**config.mk**
```make
export PLATFORM = sky130hd
export DESIGN_NAME = rafc_top
export DESIGN_NICKNAME = d
export VERILOG_FILES = /design/src/core/rafc_pkg.sv /design/src/core/rafc_top.sv
export SDC_FILE = /design/constraint.sdc
export NUM_CORES = 1
export LEC_CHECK = 0
export ABC_AREA = 1
export BUFFER_PORTS_ARGS = -buffer_cell sky130_fd_sc_hd__buf_2
export CORE_UTILIZATION = 60
export DETAILED_ROUTE_END_ITERATION = 10
export HOLD_SLACK_MARGIN = 0.08
export PLACE_DENSITY_LB_ADDON = 0.1
export SETUP_SLACK_MARGIN = 0.4
export SLEW_MARGIN = 15
export SYNTH_ARGS = -nofsm -noshare
export SYNTH_HDL_FRONTEND = slang
export SYNTH_SLANG_ARGS = --single-unit
```
**constraint.sdc**
```tcl
create_clock -name aclk -period 40.3 [get_ports aclk]
set_clock_uncertainty 0.1 [all_clocks]
set_input_delay 4.03 -clock aclk [delete_from_list [all_inputs] [get_ports aclk]]
set_output_delay 4.03 -clock aclk [all_outputs]
set_load 0.1 [all_outputs]
```
**src/core/rafc_pkg.sv**
```systemverilog
// Package for the regeneration avoidance frequency control block.
// Assumes one 20 MHz control clock and an AXI4-Lite register bus.
package rafc_pkg;
	// Register byte offsets
	localparam logic [7:0] OFS_MODE  = 8'h00;
	localparam logic [7:0] OFS_THR   = 8'h04;
	localparam logic [7:0] OFS_LIMIT = 8'h08;
	localparam logic [7:0] OFS_VGAIN = 8'h0c;
	localparam logic [7:0] OFS_FGAIN = 8'h10;
	localparam logic [7:0] OFS_FMAX  = 8'h14;
	localparam logic [7:0] OFS_VIS   = 8'h18;
	localparam logic [7:0] OFS_STATE = 8'h1c;
	localparam logic [7:0] OFS_IRQST = 8'h20;
	localparam logic [7:0] OFS_MASK  = 8'h24;
	// Mode encodings
	localparam logic [1:0] MODE_OFF    = 2'h0;
	localparam logic [1:0] MODE_ALWAYS = 2'h1;
	localparam logic [1:0] MODE_STEADY = 2'h2;
	// Setting ranges; frequency in 0.01 Hz, limit in 0.1 Hz, voltage in V
	localparam logic [9:0]  THR_MIN     = 10'h12c;
	localparam logic [9:0]  THR_MAX     = 10'h320;
	localparam logic [15:0] LIMIT_MAX   = 16'h0064;
	localparam logic [15:0] LIMIT_NONE  = 16'h270f;
	localparam logic [7:0]  GAIN_MAX    = 8'hc8;
	localparam logic [25:0] GAIN_DIV    = 26'h2710;
	localparam logic [15:0] DECAY_STEP  = 16'h000a;
	// Values after reset
	localparam logic [1:0]  RST_MODE  = 2'h0;
	localparam logic [9:0]  RST_THR   = 10'h190;
	localparam logic [15:0] RST_LIMIT = 16'h003c;
	localparam logic [7:0]  RST_VGAIN = 8'h64;
	localparam logic [7:0]  RST_FGAIN = 8'h64;
	localparam logic [15:0] RST_FMAX  = 16'h2ee0;
	localparam logic [1:0]  RST_VIS   = 2'h0;
	// Status and state bit positions, bus response codes
	localparam int ST_START = 0;
	localparam int ST_HOLD  = 1;
	localparam logic [1:0] RESP_OKAY   = 2'h0;
	localparam logic [1:0] RESP_SLVERR = 2'h2;

	// Ramp generator status of the current control cycle
	typedef struct packed {
		logic accel;
		logic steady;
		logic decel;
	} rafc_ramp_type;

	// Software settings
	typedef struct packed {
		logic [1:0]  mode;
		logic [9:0]  thr;
		logic [15:0] limit;
		logic [7:0]  vgain;
		logic [7:0]  fgain;
		logic [15:0] fmax;
	} rafc_cfg_type;
endpackage : rafc_pkg

```
**src/core/rafc_top.sv**
```systemverilog
// Regeneration avoidance: raises the frequency command on high DC bus voltage.
// Assumes bus voltage, sample strobe and ramp status come from logic on aclk.
// Behaviour
// - Mode 0 off, 1 always, 2 steady only
// - Raise frequency while bus voltage reaches threshold
// - Threshold accepted from 300 to 800 V
// - Accel/steady raise capped at base plus limit
// - Decel overshoot holds limit until half limit
// - Raised frequency never exceeds maximum frequency
// - Limit value 9999 removes the cap
// - Voltage gain 0 to 200 percent, 100 reset
// - Separate frequency gain 0 to 200 percent
// - Active shows stall indication and alarm output
// - Active also engages stall prevention
// - Settings writable only with visibility zero
// - Low threshold keeps avoidance active, raising
//
// The register offsets and the AXI4-Lite register port were chosen for this implementation.
module rafc_top
(
	input  wire logic                   aclk,
	input  wire logic                   aresetn,
	input  wire logic [7:0]             s_axi_awaddr,
	input  wire logic                   s_axi_awvalid,
	output logic                        s_axi_awready,
	input  wire logic [31:0]            s_axi_wdata,
	input  wire logic [3:0]             s_axi_wstrb,
	input  wire logic                   s_axi_wvalid,
	output logic                        s_axi_wready,
	output logic [1:0]                  s_axi_bresp,
	output logic                        s_axi_bvalid,
	input  wire logic                   s_axi_bready,
	input  wire logic [7:0]             s_axi_araddr,
	input  wire logic                   s_axi_arvalid,
	output logic                        s_axi_arready,
	output logic [31:0]                 s_axi_rdata,
	output logic [1:0]                  s_axi_rresp,
	output logic                        s_axi_rvalid,
	input  wire logic                   s_axi_rready,
	input  wire logic                   sample_tick,
	input  wire logic [9:0]             bus_voltage,
	input  wire logic [15:0]            base_frequency,
	input  wire rafc_pkg::rafc_ramp_type ramp_status,
	output logic [15:0]                 frequency_command,
	output logic                        ov_stall_indication,
	output logic                        stall_alarm_output,
	output logic                        stall_prevent_request,
	output logic                        irq
);
	import rafc_pkg::*;

	rafc_cfg_type cfg_q;
	logic [1:0]   vis_q, st_q, mask_q, bresp_q, st_set;
	logic         aw_have_q, w_have_q, aw_have_d, w_have_d;
	logic [7:0]   awaddr_q;
	logic [31:0]  wdata_q, rdata_q;
	logic [3:0]   wstrb_q;
	logic         awready_q, wready_q, bvalid_q, arready_q, rvalid_q;
	logic         do_write, write_ok, irq_clr;
	logic [15:0]  comp_q, comp_d, freq_q, lim_f;
	logic         hold_q, hold_d, active_q, active_d, irq_q;
	logic         enabled, over, no_limit;
	logic [25:0]  step;
	logic [16:0]  raw, sum;

	// Limit setting in 0.1 Hz scaled to 0.01 Hz frequency units
	function automatic logic [15:0] to_freq(input logic [15:0] lim);
		to_freq = 16'((lim << 3) + (lim << 1));
	endfunction : to_freq

	// Setting range check for a write of word d at offset a
	function automatic logic legal(input logic [7:0] a, input logic [31:0] d, input logic [1:0] v);
		legal = 1'b1;
		case (a)
			OFS_MODE:  legal = (v == 2'h0) && (d <= 32'(MODE_STEADY));
			OFS_THR:   legal = (v == 2'h0) && (d >= 32'(THR_MIN)) && (d <= 32'(THR_MAX));
			OFS_LIMIT: legal = (v == 2'h0) && ((d <= 32'(LIMIT_MAX)) || (d == 32'(LIMIT_NONE)));
			OFS_VGAIN: legal = (v == 2'h0) && (d <= 32'(GAIN_MAX));
			OFS_FGAIN: legal = (v == 2'h0) && (d <= 32'(GAIN_MAX));
			OFS_FMAX:  legal = (v == 2'h0);
			OFS_VIS, OFS_IRQST, OFS_MASK: legal = 1'b1;
			default:   legal = 1'b0;
		endcase
	endfunction : legal

	// Address and data hold flags, either order
	always_comb
	begin
		do_write  = aw_have_q && w_have_q && !bvalid_q;
		aw_have_d = (aw_have_q && !do_write) || (s_axi_awvalid && awready_q);
		w_have_d  = (w_have_q && !do_write) || (s_axi_wvalid && wready_q);
		write_ok  = legal(awaddr_q, wdata_q, vis_q) && (wstrb_q == 4'hf);
		irq_clr   = do_write && write_ok && (awaddr_q == OFS_IRQST);
	end

	// Write channel capture and response
	always_ff @(posedge aclk)
	begin
		if (!aresetn)
		begin
			aw_have_q <= 1'b0;
			w_have_q  <= 1'b0;
			awready_q <= 1'b0;
			wready_q  <= 1'b0;
			bvalid_q  <= 1'b0;
			bresp_q   <= RESP_OKAY;
			awaddr_q  <= 8'h00;
			wdata_q   <= 32'h00000000;
			wstrb_q   <= 4'h0;
		end
		else
		begin
			aw_have_q <= aw_have_d;
			w_have_q  <= w_have_d;
			awready_q <= !aw_have_d;
			wready_q  <= !w_have_d;
			if (s_axi_awvalid && awready_q)
				awaddr_q <= {s_axi_awaddr[7:2], 2'b00};
			if (s_axi_wvalid && wready_q)
			begin
				wdata_q <= s_axi_wdata;
				wstrb_q <= s_axi_wstrb;
			end
			if (do_write)
			begin
				bvalid_q <= 1'b1;
				bresp_q  <= write_ok ? RESP_OKAY : RESP_SLVERR;
			end
			else if (s_axi_bready)
				bvalid_q <= 1'b0;
		end
	end

	// Setting registers, locked unless visibility is zero; visibility and mask are always writable
	always_ff @(posedge aclk)
	begin
		if (!aresetn)
		begin
			cfg_q  <= '{RST_MODE, RST_THR, RST_LIMIT, RST_VGAIN, RST_FGAIN, RST_FMAX};
			vis_q  <= RST_VIS;
			mask_q <= 2'h0;
		end
		else if (do_write && write_ok)
		begin
			case (awaddr_q)
				OFS_MODE:  cfg_q.mode  <= wdata_q[1:0];
				OFS_THR:   cfg_q.thr   <= wdata_q[9:0];
				OFS_LIMIT: cfg_q.limit <= wdata_q[15:0];
				OFS_VGAIN: cfg_q.vgain <= wdata_q[7:0];
				OFS_FGAIN: cfg_q.fgain <= wdata_q[7:0];
				OFS_FMAX:  cfg_q.fmax  <= wdata_q[15:0];
				OFS_VIS:   vis_q       <= wdata_q[1:0];
				OFS_MASK:  mask_q      <= wdata_q[1:0];
				default:   mask_q      <= mask_q;
			endcase
		end
	end

	// Read channel
	always_ff @(posedge aclk)
	begin
		if (!aresetn)
		begin
			arready_q <= 1'b0;
			rvalid_q  <= 1'b0;
			rdata_q   <= 32'h00000000;
			s_axi_rresp <= RESP_OKAY;
		end
		else if (rvalid_q)
		begin
			arready_q <= s_axi_rready;
			rvalid_q  <= !s_axi_rready;
		end
		else if (s_axi_arvalid && arready_q)
		begin
			arready_q   <= 1'b0;
			rvalid_q    <= 1'b1;
			s_axi_rresp <= RESP_OKAY;
			rdata_q     <= 32'h00000000;
			case ({s_axi_araddr[7:2], 2'b00})
				OFS_MODE:  rdata_q <= {30'h0, cfg_q.mode};
				OFS_THR:   rdata_q <= {22'h0, cfg_q.thr};
				OFS_LIMIT: rdata_q <= {16'h0, cfg_q.limit};
				OFS_VGAIN: rdata_q <= {24'h0, cfg_q.vgain};
				OFS_FGAIN: rdata_q <= {24'h0, cfg_q.fgain};
				OFS_FMAX:  rdata_q <= {16'h0, cfg_q.fmax};
				OFS_VIS:   rdata_q <= {30'h0, vis_q};
				OFS_STATE: rdata_q <= {comp_q, 14'h0, hold_q, active_q};
				OFS_IRQST: rdata_q <= {30'h0, st_q};
				OFS_MASK:  rdata_q <= {30'h0, mask_q};
				default:   s_axi_rresp <= RESP_SLVERR;
			endcase
		end
		else
			arready_q <= 1'b1;
	end

	// Enable, trigger and raise step per control cycle
	always_comb
	begin
		enabled  = (cfg_q.mode == MODE_ALWAYS)
			|| ((cfg_q.mode == MODE_STEADY) && ramp_status.steady);
		over     = bus_voltage >= cfg_q.thr;
		no_limit = cfg_q.limit == LIMIT_NONE;
		lim_f    = to_freq(cfg_q.limit);
		step     = (26'(over ? bus_voltage - cfg_q.thr : 10'h0) * 26'(cfg_q.vgain)
			* 26'(cfg_q.fgain)) / GAIN_DIV;
		if (over)
			raw = 17'(comp_q) + 17'(step[15:0]);
		else if (comp_q > DECAY_STEP)
			raw = 17'(comp_q - DECAY_STEP);
		else
			raw = 17'h0;
		if (raw[16])
			raw = 17'h0ffff;
		hold_d = hold_q;
		comp_d = raw[15:0];
		if (!enabled)
		begin
			comp_d = 16'h0;
			hold_d = 1'b0;
		end
		else if (no_limit)
			hold_d = 1'b0;
		else if (hold_q && (base_frequency <= 16'(lim_f >> 1)))
		begin
			hold_d = 1'b0;
			comp_d = (raw[15:0] > lim_f) ? lim_f : raw[15:0];
		end
		else if (hold_q || (ramp_status.decel && (raw[15:0] > lim_f)))
		begin
			hold_d = 1'b1;
			comp_d = lim_f;
		end
		else if (raw[15:0] > lim_f)
			comp_d = lim_f;
		active_d = enabled && (over || (comp_d != 16'h0));
		sum      = 17'(base_frequency) + 17'(comp_d);
		st_set   = {hold_d && !hold_q, active_d && !active_q};
	end

	// Compensation state, updated on each control sample
	always_ff @(posedge aclk)
	begin
		if (!aresetn)
		begin
			comp_q   <= 16'h0;
			hold_q   <= 1'b0;
			active_q <= 1'b0;
			freq_q   <= 16'h0;
		end
		else if (sample_tick)
		begin
			comp_q   <= comp_d;
			hold_q   <= hold_d;
			active_q <= active_d;
			freq_q   <= (sum > 17'(cfg_q.fmax)) ? cfg_q.fmax : sum[15:0];
		end
	end

	// Sticky events, set wins over a write-one clear
	always_ff @(posedge aclk)
	begin
		if (!aresetn)
		begin
			st_q  <= 2'h0;
			irq_q <= 1'b0;
		end
		else
		begin
			st_q  <= (st_q & ~(irq_clr ? wdata_q[1:0] : 2'h0)) | (sample_tick ? st_set : 2'h0);
			irq_q <= |(st_q & mask_q);
		end
	end

	// Outputs straight from their flip-flops
	assign s_axi_awready         = awready_q;
	assign s_axi_wready          = wready_q;
	assign s_axi_bvalid          = bvalid_q;
	assign s_axi_bresp           = bresp_q;
	assign s_axi_arready         = arready_q;
	assign s_axi_rvalid          = rvalid_q;
	assign s_axi_rdata           = rdata_q;
	assign frequency_command     = freq_q;
	assign ov_stall_indication   = active_q;
	assign stall_alarm_output    = active_q;
	assign stall_prevent_request = active_q;
	assign irq                   = irq_q;

	property p_off;
		@(posedge aclk) disable iff (!aresetn)
		(sample_tick && cfg_q.mode == MODE_OFF) |=> (!active_q && comp_q == 16'h0);
	endproperty
	a_off: assert property (p_off) else $error("avoidance active with mode off");
	property p_raise;
		@(posedge aclk) disable iff (!aresetn)
		(sample_tick && enabled && over) |=> active_q && stall_alarm_output;
	endproperty
	a_raise: assert property (p_raise) else $error("no avoidance at threshold");
	property p_cap;
		@(posedge aclk) disable iff (!aresetn)
		(sample_tick && !no_limit) |=> comp_q <= $past(lim_f);
	endproperty
	a_cap: assert property (p_cap) else $error("compensation above limit");
	property p_hold;
		@(posedge aclk) disable iff (!aresetn)
		(sample_tick && enabled && !no_limit && hold_q && base_frequency > 16'(lim_f >> 1))
			|=> hold_q && comp_q == $past(lim_f);
	endproperty
	a_hold: assert property (p_hold) else $error("deceleration hold released early");
	property p_fmax;
		@(posedge aclk) disable iff (!aresetn)
		sample_tick |=> frequency_command <= $past(cfg_q.fmax);
	endproperty
	a_fmax: assert property (p_fmax) else $error("frequency above maximum");
	property p_lock;
		@(posedge aclk) disable iff (!aresetn)
		(do_write && vis_q != 2'h0 && awaddr_q == OFS_MODE)
			|=> $stable(cfg_q.mode) && s_axi_bvalid && (s_axi_bresp == RESP_SLVERR);
	endproperty
	a_lock: assert property (p_lock) else $error("locked setting written");
	property p_event;
		@(posedge aclk) disable iff (!aresetn)
		$rose(active_q) |-> st_q[ST_START] ##1 (irq == $past(mask_q[ST_START]) || st_q[ST_HOLD]);
	endproperty
	a_event: assert property (p_event) else $error("start event not flagged");
	property p_stall;
		@(posedge aclk) disable iff (!aresetn)
		$rose(stall_prevent_request) |-> $past(sample_tick && active_d);
	endproperty
	a_stall: assert property (p_stall) else $error("stall prevention without avoidance");
	property p_tick;
		@(posedge aclk) disable iff (!aresetn)
		!sample_tick |=> $stable(comp_q) && $stable(active_q);
	endproperty
	a_tick: assert property (p_tick) else $error("state changed between samples");
endmodule : rafc_top

```
* After elaboration in Yosys (flattened, before gate mapping)
Cells that the tools add are included.
** Operators by class
- Equality and inequality tests :: 22
- Add/sub/neg operators :: 5
- Multiply operators :: 2
- Divide/modulo/power cells :: 1
- Shifts and indexed selects :: 0
- Multiplexer cells :: 26
- Order comparisons :: 10
- Reduce and logical (&&, ||, !) cells :: 52
- Bitwise operators :: 5
** Operators with widths (number)
- 32-bit one-hot mux with 10 select lines :: 1
- 16-bit two-way mux :: 7
- 26-bit by 8-bit multiplier with 26-bit output :: 2
- 6-bit by 3-bit equality test with 1-bit output, second input constant :: 7
- 16-bit by 16-bit adder with 17-bit output :: 2
- 17-bit two-way mux :: 2
- 32-bit by 14-bit equality test with 1-bit output, second input constant :: 1
- 32-bit by 9-bit >= comparator with 1-bit output, second input constant :: 1
- 32-bit by 10-bit less-or-equal comparator with 1-bit output, second input constant :: 1
- 32-bit by 2-bit less-or-equal comparator with 1-bit output, second input constant :: 1
- 32-bit by 7-bit less-or-equal comparator with 1-bit output, second input constant :: 1
- 32-bit by 8-bit less-or-equal comparator with 1-bit output, second input constant :: 1
- 26-bit by 14-bit divider with 26-bit output, second input constant :: 1
- 26-bit two-way mux :: 1
- 6-bit by 2-bit equality test with 1-bit output, second input constant :: 4
- 6-bit by 4-bit equality test with 1-bit output, second input constant :: 4
- 1-bit logical AND :: 21
- 2-bit AND reduction :: 9
- 17-bit by 16-bit > comparator with 1-bit output :: 1
- 16-bit by 4-bit subtractor with 17-bit output, second input constant :: 1
- 16-bit adder :: 1
- 16-bit by 14-bit equality test with 1-bit output, second input constant :: 1
- 16-bit > comparator :: 1
- 16-bit by 4-bit > comparator with 1-bit output, second input constant :: 1
- 24 further kinds :: 50
** Storage, ports and cells
- Latch bits :: 0
- RAM bits :: 0
- Memories :: 0
- Register bits :: 186
- Memory bits (read-only) :: 0
- Logic and storage cells :: 150

* Longest topological paths before layout
- Depth in word-level cells :: 21
- Mapped depth :: 225

* Least setup slack after synthesis
No wires, ideal clock.
- Path kind :: input-to-reg
- Start point :: in bus_voltage[2]
- End point :: reg freq_q[10] (netlist: frequency_command[10])
- Stages on the path :: 200
- Setup slack :: 9.724 ns
- Arrival :: 30.344 ns
- Library setup time :: 0.132 ns
- Cells stage by stage :: ha_1 > inv_1 > o31ai_1 > and2_1 > nor2_1 > o21bai_1 > nand2_1 > nand2_1 > a21oi_1 > nor2_1 > o21ai_0 > nand2_1 > nand2_1 > nand3_1 > clkbuf_1 > clkbuf_1 > nand3_1 > inv_1 > (+164 left out) > nand2_1 > nand2_1 > a21oi_1 > o21bai_1 > a21oi_1 > o21ai_0 > xnor2_1 > inv_1 > ha_1 > nand2_1 > nor2_1 > nand4_1 > or4_1 > nand2_1 > clkbuf_1 > a21oi_1 > o21ai_0 > a21oi_1
** On the way
- Cells in the longest elaborated chain, start to end :: 18
- Elaborated cells on any way between the ends :: 20
** RTL lines
- start: declaration :: RTL line rafc_top.sv:41 : input wire logic [9:0] bus_voltage,
- 10-bit by 10-bit subtractor with 11-bit output / 10-bit >= comparator (equally long branches) :: RTL line rafc_top.sv:206, rafc_top.sv:203
- 26-bit two-way mux :: RTL line rafc_top.sv:206 : step = (26'(over ? bus_voltage - cfg_q.thr : 10'h0) * 26'(cfg_q.vgain)
- 26-bit by 8-bit multiplier with 26-bit output :: RTL line rafc_top.sv:206
- 26-bit by 8-bit multiplier with 26-bit output :: RTL line rafc_top.sv:207 : * 26'(cfg_q.fgain)) / GAIN_DIV;
- 26-bit by 14-bit divider with 26-bit output :: RTL line rafc_top.sv:207
- 16-bit by 16-bit adder with 17-bit output :: RTL line rafc_top.sv:209 : raw = 17'(comp_q) + 17'(step[15:0]);
- 17-bit two-way mux * :: RTL line rafc_top.sv:208 : if (over)
- 16-bit two-way mux * :: RTL line rafc_top.sv:214 : if (raw[16])
- (+3 left out)
- 16-bit two-way mux :: RTL line rafc_top.sv:230 : else if (hold_q || (ramp_status.decel && (raw[15:0] > lim_f)))
- 16-bit two-way mux :: RTL line rafc_top.sv:225 : else if (hold_q && (base_frequency <= 16'(lim_f >> 1)))
- 16-bit two-way mux * :: RTL line rafc_top.sv:223 : else if (no_limit)
- 16-bit two-way mux * :: RTL line rafc_top.sv:218 : if (!enabled)
- net comp_d[2] :: RTL line rafc_top.sv:60 : logic [15:0] comp_q, comp_d, freq_q, lim_f;
- 16-bit by 16-bit adder with 17-bit output * :: RTL line rafc_top.sv:238 : sum = 17'(base_frequency) + 17'(comp_d);
- 17-bit by 16-bit > comparator with 1-bit output :: RTL line rafc_top.sv:257 : freq_q <= (sum > 17'(cfg_q.fmax)) ? cfg_q.fmax : sum[15:0];
- 16-bit two-way mux * :: RTL line rafc_top.sv:257
- end signal: assignment :: RTL line rafc_top.sv:257
- end: declaration :: RTL line rafc_top.sv:60
Mark *: on every way through the listed nets, which the timed path passes. The rest lies on a longest branch.
A chain may end at the register's enable or synchronous reset.

* Worst setup path in the final report
- Start point :: in bus_voltage[2]
- End point :: reg freq_q[14] (netlist: frequency_command[14])
Same word-level chain as after synthesis.

==> impl_summary.txt <==
----------------------------------------------------
[Hold path]
  Tightest Hold Check Type ... reg -> reg
  Number of cells on the worst hold path ... 2

[Worst setup path]
  CP max stage delay ... 860 ps
  Number of buffer and inverter instances along the worst setup path ... 23
  Cell type group with the largest total delay on the critical path ... simple AND/OR/NAND/NOR gates
  Worst path most repeated cell ... nand2_1
  Crit Path Category ... in -> reg
  Largest fanout on the critical path ... 26
  Worst EP required ... 40490 ps
  Max stage delay cell, worst path ... inv_1
  Worst path depth ... 186
  Critical path startpoint category ... input port
  Worst-case reg-to-reg path depth ... 186
  Minimum setup slack among reg-to-reg paths ... 6800 ps
  Type of destination of the critical path ... flip-flop
  Arr. time, crit path ... 36970 ps

[Yosys]
  Number of instances in the synthesized netlist ... 3691
  Yosys top cell area share ... 0.1589
  Synth Flop Type ... dfxtp_1
  Flip-flop and latch count after synthesis ... 184
  Dominant cell type by area after synthesis ... fa_1
  Sequential-to-total area share from yosys stat ... 0.1440
  Area contributors post-synth ... fa_1 16%, dfxtp_1 14%, nand2_1 10%, inv_1 9.0%, ha_1 8.0%
  Synthesized area divided by synthesized cell count ... 6.929 sq um
  Synth Warn # ... 0
  Proportion of synthesized flip-flops having asynchronous set or reset ... 0
  Yosys cell types ... 78
  EDFF count, synth ... 0
  Summed instance area of the synthesized netlist ... 25570 sq um

[Place]
  Final GP Congestion ... 1.019
  Post-Place Cells ... 4281
  Post-detailed-placement half-perimeter wirelength ... 58320 um
  Number of I/O port buffers ... 142
  Setup WS pre-CTS ... 3468 ps

[Global route]
  Leftover overflow at the end of global routing ... 0
  Most congested layer reported by global routing ... met2
  Number of antenna violations at the first check in global routing ... 0
  Met3 track demand over resource ... 0.04589
  Via count of the first global-routing pass ... 23820
  Global routing met2 resource utilization ... 0.5709
  Maximum number of pins on one net before global-route repair ... 86
  Global-route wire length before repair ... 117700 um
  Total routing resource utilization after global routing ... 0.3333
  Routing usage on met1 ... 0.4264

[Floorplan]
  Top-Level Pins ... 150
  Row count ... 75
  Core Area ... 41950 sq um
  DIE WIDTH ... 208.5 um
  Die Outline Area ... 43450 sq um
  Die Ht ... 208.5 um
  Starting density of the core ... 0.6097

[Timing]
  Final Hold Vio Count ... 0
  Final critical path time including I/O delays and setup ... 36780 ps
  Endpoints failing setup ... 0
  Final sum of negative setup slack ... 0 ps
  Timing-limited maximum frequency ... 27.19 MHz
  Setup repair after global routing missed its margin ... no
  Final worst slack ... 3524 ps
  Worst Tran Pin Value ... 1109 ps
  Share of the clock period used by the worst path ... 0.9125
  Max-Slew Margin vs Limit ... 0.2594
  Number of pins exceeding their max-slew limit in the final report ... 0

[Cells and area]
  ANT cells ... 0
  Fraction of layout cells with a size suffix above 1 ... 0.1394
  Most common cell after layout, fill and taps aside ... nand2_1
  Number of standard cells in the final layout excluding fillers ... 4313
  End-of-flow core utilization ... 0.6458
  Leading cell types in the layout, fill and taps excluded ... 696 x nand2_1, 613 x inv_1, 393 x nor2_1
  Area delta synth->final ... 5.925%
  Number of nets in the layout ... 4216

[CTS]
  Root Buffer ... clkbuf_16
  Number of buffers inserted by hold repair at cts ... 0
  Htree depth ... 4
  Clock transition at the registers of the reported paths ... 70 ps
  Setup bufs post-CTS ... 0
  Post-CTS resize count ... 0
  Clk_lat worst skew ... 460 ps
  Number of clock buffers inserted by TritonCTS ... 17
  Number of clock sinks seen by CTS ... 184
  Number of buffers on the longest clock path ... 2
  TritonCTS clock tree ... yes

[Detailed routing]
  Iteration count of the initial detailed-routing pass ... 7
  Number of vias per cell ... 5.617
  Overall via count from detail_route ... 24230
  Routed len/inst ... 16.52 um
  DRC errors left ... 0
  Drt total wl ... 71240 um
  Drt first-iter violations ... 1799
  Antenna violation net count after detailed routing ... 0

[Status]
  Outcome ... finished clean

[Run]
  Max-Cap Viols ... 0

----------------------------------------------------
-- metrics by stage --
step	cell area, sq um	hold slack [ps]
after floorplan	25580	329.7
after global placement	26490	350.5
after detailed placement	26490	353.2
after CTS	27090	363.5
after global routing	27090	376.0
final	27090	362.7
-- state kept, by name, summed over array words and instances (netlist names), 4 cells and up --
signal and cells:
comp_q 16, awaddr_q 6, wstrb_q 4, cfg_q 60, wdata_q 32, frequency_command 16
s_axi_rdata 32
-- cell usage after synthesis, types with 10 or more instances --
| library cell | count |
|---|---|
| nand3_2 | 24 |
| nor4_1 | 18 |
| nor3_1 | 20 |
| ha_1 | 163 |
| o22ai_1 | 19 |
| fa_1 | 203 |
| o21bai_1 | 10 |
| clkbuf_1 | 82 |
| inv_2 | 22 |
| nand4_1 | 50 |
| nor2_4 | 25 |
| nand3_1 | 238 |
| nor2_1 | 393 |
| inv_1 | 613 |
| nor2_2 | 17 |
| dfxtp_1 | 184 |
| o21ai_0 | 163 |
| a21o_1 | 11 |
| o211ai_1 | 41 |
| nand2_2 | 113 |
| xnor2_1 | 26 |
| xor2_1 | 68 |
| or2_2 | 15 |
| a21oi_1 | 248 |
| nand2_1 | 696 |
| nand2_4 | 73 |
-- routing by layer --
layer | part of all wire | wire [um] | vias up
li1 | - | - | 11890
met1 | 0.43 | 30620 | 11380
met2 | 0.48 | 33930 | 822
met3 | 0.063 | 4462 | 138
met4 | 0.031 | 2223 | 0
met5 | 0 | 0 | -
-- final timing paths --
path                    from                    end
max           bus_voltage[2]  frequency_command[14]
min          s_axi_rdata[29]        s_axi_rdata[29]
max reg2reg        cfg_q[50]  frequency_command[14]
min reg2reg  s_axi_rdata[29]        s_axi_rdata[29]
-- cell families (layout without fill, tap and decap cells) --
family | count (synthesis) | in the layout | share of synthesized area
AND/OR/NAND/NOR | 1727 | 1727 | 0.3355
buffers and inverters | 747 | 829 | 0.1163
AO/OA/AOI/OAI | 565 | 565 | 0.1274
adder cells (fa/ha/maj) | 366 | 366 | 0.2387
flip-flops | 184 | 184 | 0.1440
XOR/XNOR | 101 | 101 | 0.03797
other | 1 | 2 | 0.0001466
-- cell type report --
| type | count | area, sq um |
|---|---|---|
| clock buffers | 20 | 466.7 |
| clock inverters | 12 | 130.1 |
| fillers | 3915 | 14860 |
| inverters | 649 | 2459 |
| multi-input cells | 2761 | 18920 |
| flip-flops and latches | 184 | 3684 |
| well taps | 539 | 674.4 |
| repair buffers | 148 | 755.7 |
-- tightest hold or removal path: cells and delay by family, from the launching register on --
kind,cells,cell delay (ps)
compound gates,1,50
flops,1,310
simple gates,1,60
Power is left out: the tool's default activity adds up to more than one toggle a clock period on the data nets, which glitch-free logic cannot reach.
